`config.mk`:
```
export PLATFORM = sky130hd
export DESIGN_NAME = exception_trap_vectoring
export DESIGN_NICKNAME = d
export VERILOG_FILES = /design/src/design/exc_vector_pkg.sv /design/src/design/exception_trap_vectoring.sv
export SDC_FILE = /design/constraint.sdc
export NUM_CORES = 1
export LEC_CHECK = 0
export BUFFER_PORTS_ARGS = -buffer_cell sky130_fd_sc_hd__buf_2
export CORE_MARGIN = 1
export CORE_UTILIZATION = 45
export CTS_BUF_LIST = sky130_fd_sc_hd__clkbuf_2
export DETAILED_ROUTE_END_ITERATION = 12
export PLACE_DENSITY_LB_ADDON = 0.25
export REMOVE_ABC_BUFFERS = 1
export SETUP_SLACK_MARGIN = 0.4
export SLEW_MARGIN = 0
export SYNTH_ARGS = -nofsm -noshare
export SYNTH_HDL_FRONTEND = slang
export SYNTH_SLANG_ARGS = --single-unit
export TNS_END_PERCENT = 1
```
`constraint.sdc`:
```
create_clock -name clk_i -period 2.9 [get_ports clk_i]
set_input_delay 0.725 -clock clk_i [delete_from_list [all_inputs] [get_ports clk_i]]
set_output_delay 0.725 -clock clk_i [all_outputs]
set_load 0.02 [all_outputs]
```
`src/design/exc_vector_pkg.sv`:
```
package exc_vector_pkg;

    // ****************************************
    // Register offsets on the plain register port
    // ****************************************
    localparam logic [7:0] OFS_ORD_SAVE_PC   = 8'h00;
    localparam logic [7:0] OFS_ORD_SAVE_ST   = 8'h04;
    localparam logic [7:0] OFS_FAT_SAVE_PC   = 8'h08;
    localparam logic [7:0] OFS_FAT_SAVE_ST   = 8'h0C;
    localparam logic [7:0] OFS_CAUSE         = 8'h10;
    localparam logic [7:0] OFS_PSW           = 8'h14;
    localparam logic [7:0] OFS_HW_CONFIG     = 8'h18;
    localparam logic [7:0] OFS_EVT_STATUS    = 8'h1C;
    localparam logic [7:0] OFS_EVT_MASK      = 8'h20;

    // ****************************************
    // Field positions and reset values
    // ****************************************
    localparam int         PSW_ID_BIT        = 5;
    localparam int         PSW_PEND_BIT      = 6;
    localparam int         PSW_NMI_BIT       = 7;
    localparam int         HWC_AREA_BIT      = 0;
    localparam logic [31:0] PSW_RESET        = 32'h0000_0020;
    localparam logic [31:0] CAUSE_RESET      = 32'h0000_FFF0;
    localparam logic [31:0] HWC_RESET        = 32'h0000_0000;

    // Event status bits
    localparam int         EVB_RESET         = 0;
    localparam int         EVB_FATAL         = 1;
    localparam int         EVB_NMI           = 2;
    localparam int         EVB_INT           = 3;
    localparam int         EVB_TRAP          = 4;
    localparam int         EVB_ILLEGAL       = 5;
    localparam int         EVB_DIVZ          = 6;
    localparam int         EVB_W             = 7;

    // ****************************************
    // Cause codes and handler addresses
    // ****************************************
    localparam logic [15:0] CODE_RESET       = 16'hFFF0;
    localparam logic [15:0] CODE_NMI         = 16'hFFD0;
    localparam logic [15:0] CODE_ILLEGAL     = 16'hFF90;
    localparam logic [15:0] CODE_DIVZ        = 16'hFF80;
    localparam logic [11:0] CODE_TRAP0_HI    = 12'hFFA;
    localparam logic [11:0] CODE_TRAP1_HI    = 12'hFFB;
    localparam logic [7:0]  CODE_INT_HI      = 8'hFE;
    localparam logic [31:0] HND_RESET        = 32'hFFFF_FFF0;
    localparam logic [31:0] HND_FATAL        = 32'hFFFF_FFE0;
    localparam logic [31:0] HND_NMI          = 32'hFFFF_FFD0;
    localparam logic [31:0] HND_TRAP1        = 32'hFFFF_FFB0;
    localparam logic [31:0] HND_TRAP0        = 32'hFFFF_FFA0;
    localparam logic [31:0] HND_ILLEGAL      = 32'hFFFF_FF90;
    localparam logic [31:0] HND_DIVZ         = 32'hFFFF_FF80;
    localparam logic [23:0] HND_INT_LOW_HI   = 24'hFFFFFE;
    localparam logic [23:0] HND_INT_HIGH_HI  = 24'hFE0000;

    typedef enum logic [2:0] {
        EV_NONE, EV_RESET, EV_FATAL, EV_NMI, EV_INT, EV_TRAP, EV_ILLEGAL, EV_DIVZ
    } event_t;

endpackage

```
`src/design/exception_trap_vectoring.sv`:
```
`timescale 1ns/1ps
// Notes on behaviour
// (RL1) Interrupts outrank ordinary exceptions
// (RL2) Fatal exception outranks every interrupt
// (RL3) Maskable and nonmaskable interrupts; synchronous exceptions
// (RL4) Each cause vectors to a fixed handler
// (RL5) Cause code recorded in cause register
// (RL6) Trap saves PC/status, pair chosen by pending flag
// (RL7) Trap code into fatal or ordinary half
// (RL8) Trap vectors 0-31, codes FFAn/FFBn, next PC
// (RL9) Level n interrupt: FEn0 code, two handler areas
// (RL10) Fixed codes and handlers for other causes
// (RL11) Reset vectors with code FFF0
module exception_trap_vectoring
    import exc_vector_pkg::*;
(
    input  wire logic        clk_i,
    input  wire logic        nrst_i,
    input  wire logic        fatal_req_i,
    input  wire logic [15:0] fatal_code_i,
    input  wire logic        nmi_req_i,
    input  wire logic        int_req_i,
    input  wire logic [3:0]  int_level_i,
    input  wire logic        trap_req_i,
    input  wire logic [4:0]  trap_vector_i,
    input  wire logic        illegal_op_i,
    input  wire logic        div_zero_i,
    input  wire logic [31:0] cur_pc_i,
    input  wire logic [31:0] next_pc_i,
    input  wire logic [7:0]  addr_i,
    input  wire logic [31:0] wdata_i,
    input  wire logic        we_i,
    input  wire logic        re_i,
    output logic [31:0]      rdata_o,
    output logic             redirect_o,
    output logic [31:0]      handler_addr_o,
    output logic [15:0]      cause_code_o,
    output logic             irq_o
);

    // ****************************************
    // State
    // ****************************************
    logic [31:0]    ord_save_pc_ff;
    logic [31:0]    ord_save_st_ff;
    logic [31:0]    fat_save_pc_ff;
    logic [31:0]    fat_save_st_ff;
    logic [31:0]    cause_ff;
    logic [31:0]    psw_ff;
    logic [31:0]    hwc_ff;
    logic [EVB_W-1:0] evt_status_ff;
    logic [EVB_W-1:0] evt_mask_ff;
    logic           reset_pend_ff;
    logic [31:0]    rdata_ff;
    logic           redirect_ff;
    logic [31:0]    handler_ff;
    logic [15:0]    code_ff;

    event_t         sel;
    logic [15:0]    nxt_code;
    logic [31:0]    nxt_handler;
    logic [31:0]    ret_pc;
    logic           use_fatal;
    logic           do_save;
    logic [EVB_W-1:0] evt_set;
    logic           flag_pend;
    logic           flag_nmi_busy;
    logic           flag_id;

    assign flag_pend = psw_ff[PSW_PEND_BIT];
    assign flag_nmi_busy = psw_ff[PSW_NMI_BIT];
    assign flag_id = psw_ff[PSW_ID_BIT];

    // ****************************************
    // Arbitration
    // ****************************************
    // Rank: reset, fatal, nmi, maskable, then synchronous exceptions
    always_comb begin
        if (reset_pend_ff) begin
            sel = EV_RESET;                                 // see RL11
        end else if (fatal_req_i) begin
            sel = EV_FATAL;                                 // see RL2
        end else if (nmi_req_i && !flag_nmi_busy) begin
            sel = EV_NMI;                                   // see RL3
        end else if (int_req_i && !flag_id && !flag_nmi_busy) begin
            sel = EV_INT;                                   // see RL1
        end else if (trap_req_i) begin
            sel = EV_TRAP;                                  // see RL3
        end else if (illegal_op_i) begin
            sel = EV_ILLEGAL;
        end else if (div_zero_i) begin
            sel = EV_DIVZ;
        end else begin
            sel = EV_NONE;
        end
    end

    // Code, handler, return PC and save pair per cause
    always_comb begin
        nxt_code    = 16'h0000;
        nxt_handler = 32'h0000_0000;
        ret_pc      = next_pc_i;
        use_fatal   = flag_pend;                            // see RL6
        do_save     = 1'b1;
        evt_set     = '0;
        case (sel)
            EV_RESET: begin
                nxt_code    = CODE_RESET;                   // see RL11
                nxt_handler = HND_RESET;
                do_save     = 1'b0;
                evt_set[EVB_RESET] = 1'b1;
            end
            EV_FATAL: begin
                nxt_code    = fatal_code_i;
                nxt_handler = HND_FATAL;                    // see RL10
                ret_pc      = cur_pc_i;
                use_fatal   = 1'b1;
                evt_set[EVB_FATAL] = 1'b1;
            end
            EV_NMI: begin
                nxt_code    = CODE_NMI;                     // see RL10
                nxt_handler = HND_NMI;
                use_fatal   = 1'b1;
                evt_set[EVB_NMI] = 1'b1;
            end
            EV_INT: begin
                nxt_code    = {CODE_INT_HI, int_level_i, 4'h0};        // see RL9
                if (hwc_ff[HWC_AREA_BIT]) begin
                    nxt_handler = {HND_INT_HIGH_HI, int_level_i, 4'h0};
                end else begin
                    nxt_handler = {HND_INT_LOW_HI, int_level_i, 4'h0};
                end
                evt_set[EVB_INT] = 1'b1;
            end
            EV_TRAP: begin
                if (trap_vector_i[4]) begin
                    nxt_code    = {CODE_TRAP1_HI, trap_vector_i[3:0]}; // see RL8
                    nxt_handler = HND_TRAP1;
                end else begin
                    nxt_code    = {CODE_TRAP0_HI, trap_vector_i[3:0]};
                    nxt_handler = HND_TRAP0;
                end
                evt_set[EVB_TRAP] = 1'b1;
            end
            EV_ILLEGAL: begin
                nxt_code    = CODE_ILLEGAL;                 // see RL10
                nxt_handler = HND_ILLEGAL;
                ret_pc      = cur_pc_i;
                evt_set[EVB_ILLEGAL] = 1'b1;
            end
            EV_DIVZ: begin
                nxt_code    = CODE_DIVZ;
                nxt_handler = HND_DIVZ;
                ret_pc      = cur_pc_i;
                evt_set[EVB_DIVZ] = 1'b1;
            end
            default: begin
                do_save     = 1'b0;
            end
        endcase
    end

    // ****************************************
    // Entry outputs
    // ****************************************
    // Reset is serviced once, right after release
    always_ff @(posedge clk_i or negedge nrst_i) begin
        if (!nrst_i) begin
            reset_pend_ff <= 1'b1;
        end else begin
            reset_pend_ff <= 1'b0;
        end
    end

    // Redirect pulse with handler and cause
    always_ff @(posedge clk_i or negedge nrst_i) begin
        if (!nrst_i) begin
            redirect_ff <= 1'b0;
            handler_ff  <= 32'h0000_0000;
            code_ff     <= 16'h0000;
        end else begin
            redirect_ff <= (sel != EV_NONE);                // see RL4
            if (sel != EV_NONE) begin
                handler_ff <= nxt_handler;
                code_ff    <= nxt_code;
            end
        end
    end

    assign redirect_o     = redirect_ff;
    assign handler_addr_o = handler_ff;
    assign cause_code_o   = code_ff;

    // ****************************************
    // Save pairs, cause and status word
    // ****************************************
    // Save pairs: hardware entry beats software write
    always_ff @(posedge clk_i or negedge nrst_i) begin
        if (!nrst_i) begin
            ord_save_pc_ff <= 32'h0000_0000;
            ord_save_st_ff <= 32'h0000_0000;
            fat_save_pc_ff <= 32'h0000_0000;
            fat_save_st_ff <= 32'h0000_0000;
        end else if (do_save && use_fatal) begin
            fat_save_pc_ff <= ret_pc;                       // see RL6
            fat_save_st_ff <= psw_ff;
        end else if (do_save) begin
            ord_save_pc_ff <= ret_pc;                       // see RL6
            ord_save_st_ff <= psw_ff;
        end else if (we_i) begin
            case (addr_i)
                OFS_ORD_SAVE_PC: ord_save_pc_ff <= wdata_i;
                OFS_ORD_SAVE_ST: ord_save_st_ff <= wdata_i;
                OFS_FAT_SAVE_PC: fat_save_pc_ff <= wdata_i;
                OFS_FAT_SAVE_ST: fat_save_st_ff <= wdata_i;
                default: begin
                end
            endcase
        end
    end

    // Cause register halves, read-only to software
    always_ff @(posedge clk_i or negedge nrst_i) begin
        if (!nrst_i) begin
            cause_ff <= CAUSE_RESET;                        // see RL11
        end else if (sel == EV_RESET) begin
            cause_ff[15:0] <= nxt_code;
        end else if (do_save && use_fatal) begin
            cause_ff[31:16] <= nxt_code;                    // see RL7
        end else if (do_save) begin
            cause_ff[15:0] <= nxt_code;                     // see RL5
        end
    end

    // Status word flags set on entry
    always_ff @(posedge clk_i or negedge nrst_i) begin
        if (!nrst_i) begin
            psw_ff <= PSW_RESET;
        end else if (do_save) begin
            psw_ff[PSW_ID_BIT] <= 1'b1;                     // see RL6
            if (use_fatal) begin
                psw_ff[PSW_NMI_BIT] <= 1'b1;
            end else begin
                psw_ff[PSW_PEND_BIT] <= 1'b1;
            end
        end else if (we_i && addr_i == OFS_PSW) begin
            psw_ff <= wdata_i;
        end
    end

    // ****************************************
    // Config, event status, mask, read port
    // ****************************************
    // Handler area select
    always_ff @(posedge clk_i or negedge nrst_i) begin
        if (!nrst_i) begin
            hwc_ff <= HWC_RESET;
        end else if (we_i && addr_i == OFS_HW_CONFIG) begin
            hwc_ff <= {31'h0000_0000, wdata_i[HWC_AREA_BIT]};
        end
    end

    // Sticky events, write one clears, set wins
    always_ff @(posedge clk_i or negedge nrst_i) begin
        if (!nrst_i) begin
            evt_status_ff <= '0;
        end else if (we_i && addr_i == OFS_EVT_STATUS) begin
            evt_status_ff <= (evt_status_ff & ~wdata_i[EVB_W-1:0]) | evt_set;
        end else begin
            evt_status_ff <= evt_status_ff | evt_set;
        end
    end

    // Interrupt mask
    always_ff @(posedge clk_i or negedge nrst_i) begin
        if (!nrst_i) begin
            evt_mask_ff <= '0;
        end else if (we_i && addr_i == OFS_EVT_MASK) begin
            evt_mask_ff <= wdata_i[EVB_W-1:0];
        end
    end

    assign irq_o = |(evt_status_ff & evt_mask_ff);

    // Read data valid only in the cycle after the strobe
    always_ff @(posedge clk_i or negedge nrst_i) begin
        if (!nrst_i) begin
            rdata_ff <= 32'h0000_0000;
        end else if (re_i) begin
            case (addr_i)
                OFS_ORD_SAVE_PC: rdata_ff <= ord_save_pc_ff;
                OFS_ORD_SAVE_ST: rdata_ff <= ord_save_st_ff;
                OFS_FAT_SAVE_PC: rdata_ff <= fat_save_pc_ff;
                OFS_FAT_SAVE_ST: rdata_ff <= fat_save_st_ff;
                OFS_CAUSE:       rdata_ff <= cause_ff;
                OFS_PSW:         rdata_ff <= psw_ff;
                OFS_HW_CONFIG:   rdata_ff <= hwc_ff;
                OFS_EVT_STATUS:  rdata_ff <= {{(32-EVB_W){1'b0}}, evt_status_ff};
                OFS_EVT_MASK:    rdata_ff <= {{(32-EVB_W){1'b0}}, evt_mask_ff};
                default:         rdata_ff <= 32'h0000_0000;
            endcase
        end else begin
            rdata_ff <= 32'h0000_0000;
        end
    end

    assign rdata_o = rdata_ff;
endmodule

```
==> results of run 1 <==
[cells in the mapped netlist (all sizes together), types with 4 or more instances]
master    n
a22o     19
o221ai   33
o22ai     6
a22oi    94
nand2b   14
dfrtp   250
a21o      5
or4      32
and2      5
nand4    17
mux2    103
a31oi    74
and3      4
dfstp    14
buf      85
nor2b    38
nor2    108
a32oi     5
nor3     10
a21oi    95
nand3    21
a41oi    46
o21ai   134
mux2i    41
clkbuf   87
nand2    93
inv      35
[kinds of logic (layout without fill, tap and decap cells)]
family	count (synthesis)	in the layout
AO/OA/AOI/OAI	534	534
buffers and inverters	208	474
multiplexers	144	144
flip-flops	264	264
AND/OR/NAND/NOR	356	356
other	1	8
[power groups by stage]
stage / Sequential (mW) / Clock (mW) / Combinational (mW)
after floorplan: 4.67 / 0 / 1.10
after global placement: 4.76 / 0 / 1.79
after detailed placement: 4.78 / 0 / 1.86
after CTS: 4.71 / 2.87 / 1.87
after global routing: 4.79 / 3.08 / 2.06
final: 4.73 / 2.80 / 1.88
[worst min-delay path by stage]
stage	end	slack, ns	depth (start not counted)
2_1_floorplan	cause_code_o[0]$_DFFE_PN0P_	0.43	0
6_report	cause_code_o[14]$_DFFE_PN0P_	0.11	3
3_3_place_gp	cause_code_o[0]$_DFFE_PN0P_	0.46	2
5_1_grt	cause_code_o[10]$_DFFE_PN0P_	0.06	3
4_1_cts	cause_code_o[10]$_DFFE_PN0P_	0.04	3
3_5_place_dp	cause_code_o[0]$_DFFE_PN0P_	0.46	2
[stage by stage]
stage,utilization,total power [mW],setup slack (ns),setup TNS (ns)
after floorplan,-,5.762,-4.801,-719.45
after global placement,0.5118,6.548,0.2253,0
after detailed placement,0.5118,6.635,0.1567,0
after CTS,0.5340,9.444,0.1477,0
after global routing,0.5341,9.932,0.06515,0
final,0.5343,9.413,0.2273,0
[final cells by class]
class | instances | area, µm² | area share
Antenna cell | 3 | 7.507 | 0.0004441
Timing Repair Buffer | 301 | 1894 | 0.1121
Clock inverter | 26 | 131.4 | 0.007773
Multi-Input combinational cell | 1039 | 7048 | 0.4170
Inverter | 36 | 135.1 | 0.007995
Sequential cell | 264 | 6628 | 0.3921
Tap cell | 402 | 503.0 | 0.02976
Clock buffer | 111 | 555.5 | 0.03287
[sequential cells by signal (all words and copies together) (netlist names)]
register,flops
rdata_o,32
hwc_ff,1
redirect_o,1
ord_save_pc_ff,32
cause_code_o,16
evt_mask_ff,7
fat_save_pc_ff,32
cause_ff,32
handler_addr_o,7
ord_save_st_ff,32
psw_ff,32
fat_save_st_ff,32
evt_status_ff,7
reset_pend_ff,1
[metal layers]
| layer | global-route usage | part of all wire |
|---|---|---|
| met5 | 0 | 0.00016 |
| met4 | 0.1285 | 0.031 |
| met3 | 0.05836 | 0.098 |
| met2 | 0.4643 | 0.45 |
| met1 | 0.4378 | 0.43 |
[worst register-to-register path, delay by kind of cell, from the launching register on]
family	cells	cell delay (ns)
compound gates	3	1.03
simple gates	1	0.13
flops	1	0.64
buf+inv	1	0.24
mux	1	0.36
[repair_timing]
| action | in CTS | in global routing |
|---|---|---|
| pin swaps | 2 | 1 |
| endpoints found under the setup margin | 1 | 52 |
| setup buffers | 1 | 0 |
| resized for setup | 0 | 0 |
| endpoints found under the hold margin | 51 | 0 |
| hold buffers | 1 | 0 |
==> impl_results.md, run 1 <==
* Outcome: completed
* Inst Count DP at 2,040
* Total Nets Final at 1,855
* Setup-failing EPs final at 0
* Vias per Instance at 6.328
* Starting Density at 0.4586
* Max-slew violations at 0
* Worst hold slack at 0.1060 ns
* Crit path to: irq_o
* Simple-gate area share of the yosys netlist at 0.1238
* DRC viols at 0
* Highest clock rate at 374.2 MHz
* Placed Area at 16,190 µm²
* Clock share of power at 0.297
* CP startpoint: evt_mask_ff[6]$_DFFE_PN0P_
* Leakage Power at 7.248 nW
* Flops & latches, synth at 264
* Total routed wirelength at 51,140 µm
* Max Cap Viol at 0
* R2r startpoint: psw_ff[5]$_DFFE_PN1P_
* Iter 0 DRT Violations at 1,630
* Die Wd at 181.6 µm
* Post-synthesis mux area share at 0.1082
* I/O pins at 221
* Crit path max-delay cell type: dfrtp_1
* CTS root buffer: clkbuf_2
* Clock Tree Buf Depth at 3
* Worst path top cell family by delay: flip-flops
* Unrepaired setup endpoints after global routing: yes
* Die ar. at 32,960 µm²
* Hold Crit Class: in -> reg
* Worst path buffer plus inverter count at 1
* Most frequent cells in the layout: 250 x dfrtp_1, 215 x buf_2, 130 x o21ai_0
* Core footprint at 31,640 µm²
* GR Overflow Total at 0
* Largest net degree at the start of global routing at 83
* R2R setup slack at 0.40 ns
* Syn avg cell area at 9.627 µm²
* Critical Path Max Stage Delay at 0.43 ns
* Row Count at 65
* Clk_skew at 0.06953 ns
* Yosys top cell area share at 0.4312
* XOR/XNOR Fraction of Synth Area at 0
* Clk Latency, worst-skew pair at 0.86 ns
* Largest family of logic cells by synthesized area: compound AO/OA/AOI/OAI gates
* Initial antenna violation count at 5
* Commonest non-fill, non-tap cell in the layout: dfrtp_1
* Share of layout cells above drive strength 1 at 0.3084
* Sequential fraction of the synthesis area at 0.4566
* Layout area overhead at 16.51%
* Fillcell total at 2,908
* Synth area leaders: dfrtp_1 43%, mux2_2 6.9%, a22oi_1 4.9%
* Async set-reset flop share out of synthesis at 1.000
* PwrDens at 556.9 nW/µm²
* Clk slew on worst S/H paths at 0.11 ns
* Post-route insts no fill at 2,182
* HP Start: fatal_code_i[14]
* Logic pwr share at 0.200
* Cell count along the critical path at 3
* Slew HR at 0.3349
* Final worst-path cycle share at 0.9216
* Cell Area, Synth at 14,510 µm²
* Reg2Reg Depth at 6
* Post-Synth Adder-Cell Area at 0
* Worst Setup Start Kind: flip-flop
* WL/cell at 23.44 µm
* GRT Total Usage at 0.3093
* Internal at 6.243 mW
* First-pass GRT wire length at 78,860 µm
* Cell area after layout at 16,900 µm²
* Post-route ant nets at 0
* Cts bufs inserted at 74
* I/O Buffers at 216
* Ys Warns at 0
* Library cells used by synthesis at 65
* Crit path DAT at 1.95 ns
* Number of global-route vias before repair at 13,290
* Psw at 3.171 mW
* Die Ht at 181.6 µm
* Worst vdd ir at 0.2394 mV
* Syn Inst Count at 1,507
* DR pass1 iterations at 8
* EDFF count, synth at 0
* Synth Area in Compound Gates at 0.2429
* Sink Count at 264
* End of the worst register-to-register path: ord_save_st_ff[29]$_DFFE_PN0P_
* Synth area leader: dfrtp_1
* Slew @ Worst Pin at 0.9977 ns
* Crit-path cells: a222oi_1, nand3_1, buf_2
* Gpl congestion at 0.9335
* Crit path capture type: output pin
* H-Tree Depth at 3
* Via count at 13,810
* Register share of total power at 0.503
* Worst path required time at 2.17 ns
* CTS tree: yes
* Minimum clock period at 2.673 ns
* Critical path type: reg -> out
* Switching Share at 0.3368
* Detailed Place HPWL at 32,920 µm
* Final hold violation count at 0
* Synth Flop Type: dfrtp_1
* Crit Path Max Fanout at 3
No activity file was read; power rests on OpenSTA's default activity.
==> inputs of run 2 (changes only) <==
--- a/config.mk
+++ b/config.mk
@@ -11,6 +11,7 @@
 export CTS_BUF_LIST = sky130_fd_sc_hd__clkbuf_2
 export DETAILED_ROUTE_END_ITERATION = 12
 export PLACE_DENSITY_LB_ADDON = 0.25
+export RECOVER_POWER = 50
 export REMOVE_ABC_BUFFERS = 1
 export SETUP_SLACK_MARGIN = 0.4
 export SLEW_MARGIN = 0
==> run 2 against run 1 <==
Compared with the run above: the flow now finishes with violations (capacitance limit, slew limit); utilization is 0.34 points lower; largest power group unchanged; sequential share of layout area rose by 0.25 points; clock skew is 0.0089 ns higher; flip-flop and latch count did not move; setup slack got worse by 0.0025 ns; design area shrank 0.64%; global-route usage did not move; combinational power barely moved; non-clock buffer count stayed put.
==> impl_results.md, run 2 (synthesized netlist as in run 1, its figures left out) <==
* End of the worst register-to-register path: ord_save_st_ff[29]$_DFFE_PN0P_
* H-Tree Depth at 3
* Inst Count DP at 2,040
* Total power at 9.399 mW
* Minimum clock period at 2.675 ns
* Crit path to: irq_o
* Die ar. at 32,960 µm²
* Final worst-path cycle share at 0.9225
* Met3 GRT Util at 0.05836
* Share of layout cells above drive strength 1 at 0.3039
* Pre-CTS setup slack at 0.1567 ns
* R2r startpoint: psw_ff[7]$_DFFE_PN0P_
* Worst Setup Start Kind: flip-flop
* Via count at 13,740
* Commonest non-fill, non-tap cell in the layout: dfrtp_1
* Cell area after layout at 16,790 µm²
* Initial antenna violation count at 5
* Outcome: finished with violations
* R2R setup slack at 0.27 ns
* I/O pins at 221
* Clock Tree Buf Depth at 3
* Top Usage Layer GRT: met2
* Unrepaired setup endpoints after global routing: yes
* Met1 Usage GRT at 0.4378
* Slew HR at -0.05903
* Final worst slack at 0.2248 ns
* First-pass GRT wire length at 78,860 µm
* Detailed Place HPWL at 32,920 µm
* CTS root buffer: clkbuf_2
* Worst path required time at 2.17 ns
* Die Wd at 181.6 µm
* Final hold violation count at 0
* Total Nets Final at 1,855
* Clk slew on worst S/H paths at 0.11 ns
* Crit path DAT at 1.95 ns
* Post-route ant nets at 0
* Core footprint at 31,640 µm²
* Crit path capture type: output pin
* I/O Buffers at 216
* Crit Path Max Fanout at 3
* Die Ht at 181.6 µm
* Clk Latency, worst-skew pair at 0.87 ns
* Gpl congestion at 0.9335
* Most frequent cells in the layout: 250 x dfrtp_1, 214 x buf_2, 130 x o21ai_0
* Reg2Reg Depth at 7
* Worst hold slack at 0.1102 ns
* Highest clock rate at 373.8 MHz
* Worst vdd ir at 0.2409 mV
* Number of global-route vias before repair at 13,290
* CP startpoint: evt_mask_ff[6]$_DFFE_PN0P_
* GR Overflow Total at 0
* Leakage Power at 7.199 nW
* Hold Crit Class: in -> reg
* Total routed wirelength at 50,920 µm
* Violated checks: capacitance limit, slew limit
* Slew @ Worst Pin at 1.589 ns
* Cts bufs inserted at 74
* Starting Density at 0.4586
* Iter 0 DRT Violations at 1,606
* Post-route insts no fill at 2,181
* PwrDens at 559.7 nW/µm²
* Met2 GRT Util at 0.4643
* Critical path type: reg -> out
* DRC viols at 0
* GRT Total Usage at 0.3093
* CTS tree: yes
* Final core occ at 0.5308
* Max-slew violations at 57
* DR pass1 iterations at 7
* Layout area overhead at 15.76%
* Row Count at 65
* Clk_skew at 0.07841 ns
* Setup-failing EPs final at 0
* Largest net degree at the start of global routing at 83
* Placed Area at 16,190 µm²
* Vias per Instance at 6.299
* WL/cell at 23.35 µm
* Setup_tns at 0 ns
* Max Cap Viol at 1
* Sink Count at 264
-- run 2: cell count changes in the layout (fill, tap and decap cells not counted), moves of 2 or more --
cell	previous run	this run
buf_12	13	10
buf_4	71	65
clkbuf_2	111	115
clkbuf_1	0	5
clkbuf_4	0	2
-- run 2: per-layer routing --
metal  wire length [µm]  share of wire
met1              21510           0.42
met3               5036          0.099
met2              22770           0.45
met4               1578          0.031
met5                 22        0.00043
-- run 2: timing repair --
item,in CTS,in global routing
buffers inserted,1,0
hold endpoints to repair,51,0
setup endpoints to repair,1,52
pin swaps,2,1
gates resized for setup,0,0
hold buffers,1,0
-- run 2: worst max-delay path: stages (launching register included) --
cell	delay [ns]
dfrtp_1	0.43
a222oi_1	0.35
nand3_1	0.17
buf_2	0.19
-- run 2: how the worst min path moves through the flow --
stage	startpoint	end	slack (ns)	cells past startpoint
2_1_floorplan	nrst_i	cause_code_o[0]$_DFFE_PN0P_	0.43	0
3_5_place_dp	cause_code_o[0]$_DFFE_PN0P_	cause_code_o[0]$_DFFE_PN0P_	0.46	2
4_1_cts	fatal_code_i[10]	cause_code_o[10]$_DFFE_PN0P_	0.04	3
3_3_place_gp	cause_code_o[0]$_DFFE_PN0P_	cause_code_o[0]$_DFFE_PN0P_	0.46	2
5_1_grt	fatal_code_i[10]	cause_code_o[10]$_DFFE_PN0P_	0.06	3
6_report	fatal_code_i[14]	cause_code_o[14]$_DFFE_PN0P_	0.11	3
-- run 2: area by class of cell --
cell class                      count  area (µm²)
Antenna cell                        2       5.005
Clock buffer                      111       555.5
Clock inverter                     26       131.4
Fill cell                        2926       14840
Inverter                           36       135.1
Multi-Input combinational cell   1039        7013
Sequential cell                   264        6628
Tap cell                          402       503.0
Timing Repair Buffer              301        1823
-- run 2: power by group --
part           leakage (nW)  internal (mW)  switching (mW)  total, mW
combinational          3.48          0.785            1.08       1.86
clock                 0.528           1.12            1.69       2.80
sequential             3.19           4.33           0.400       4.73
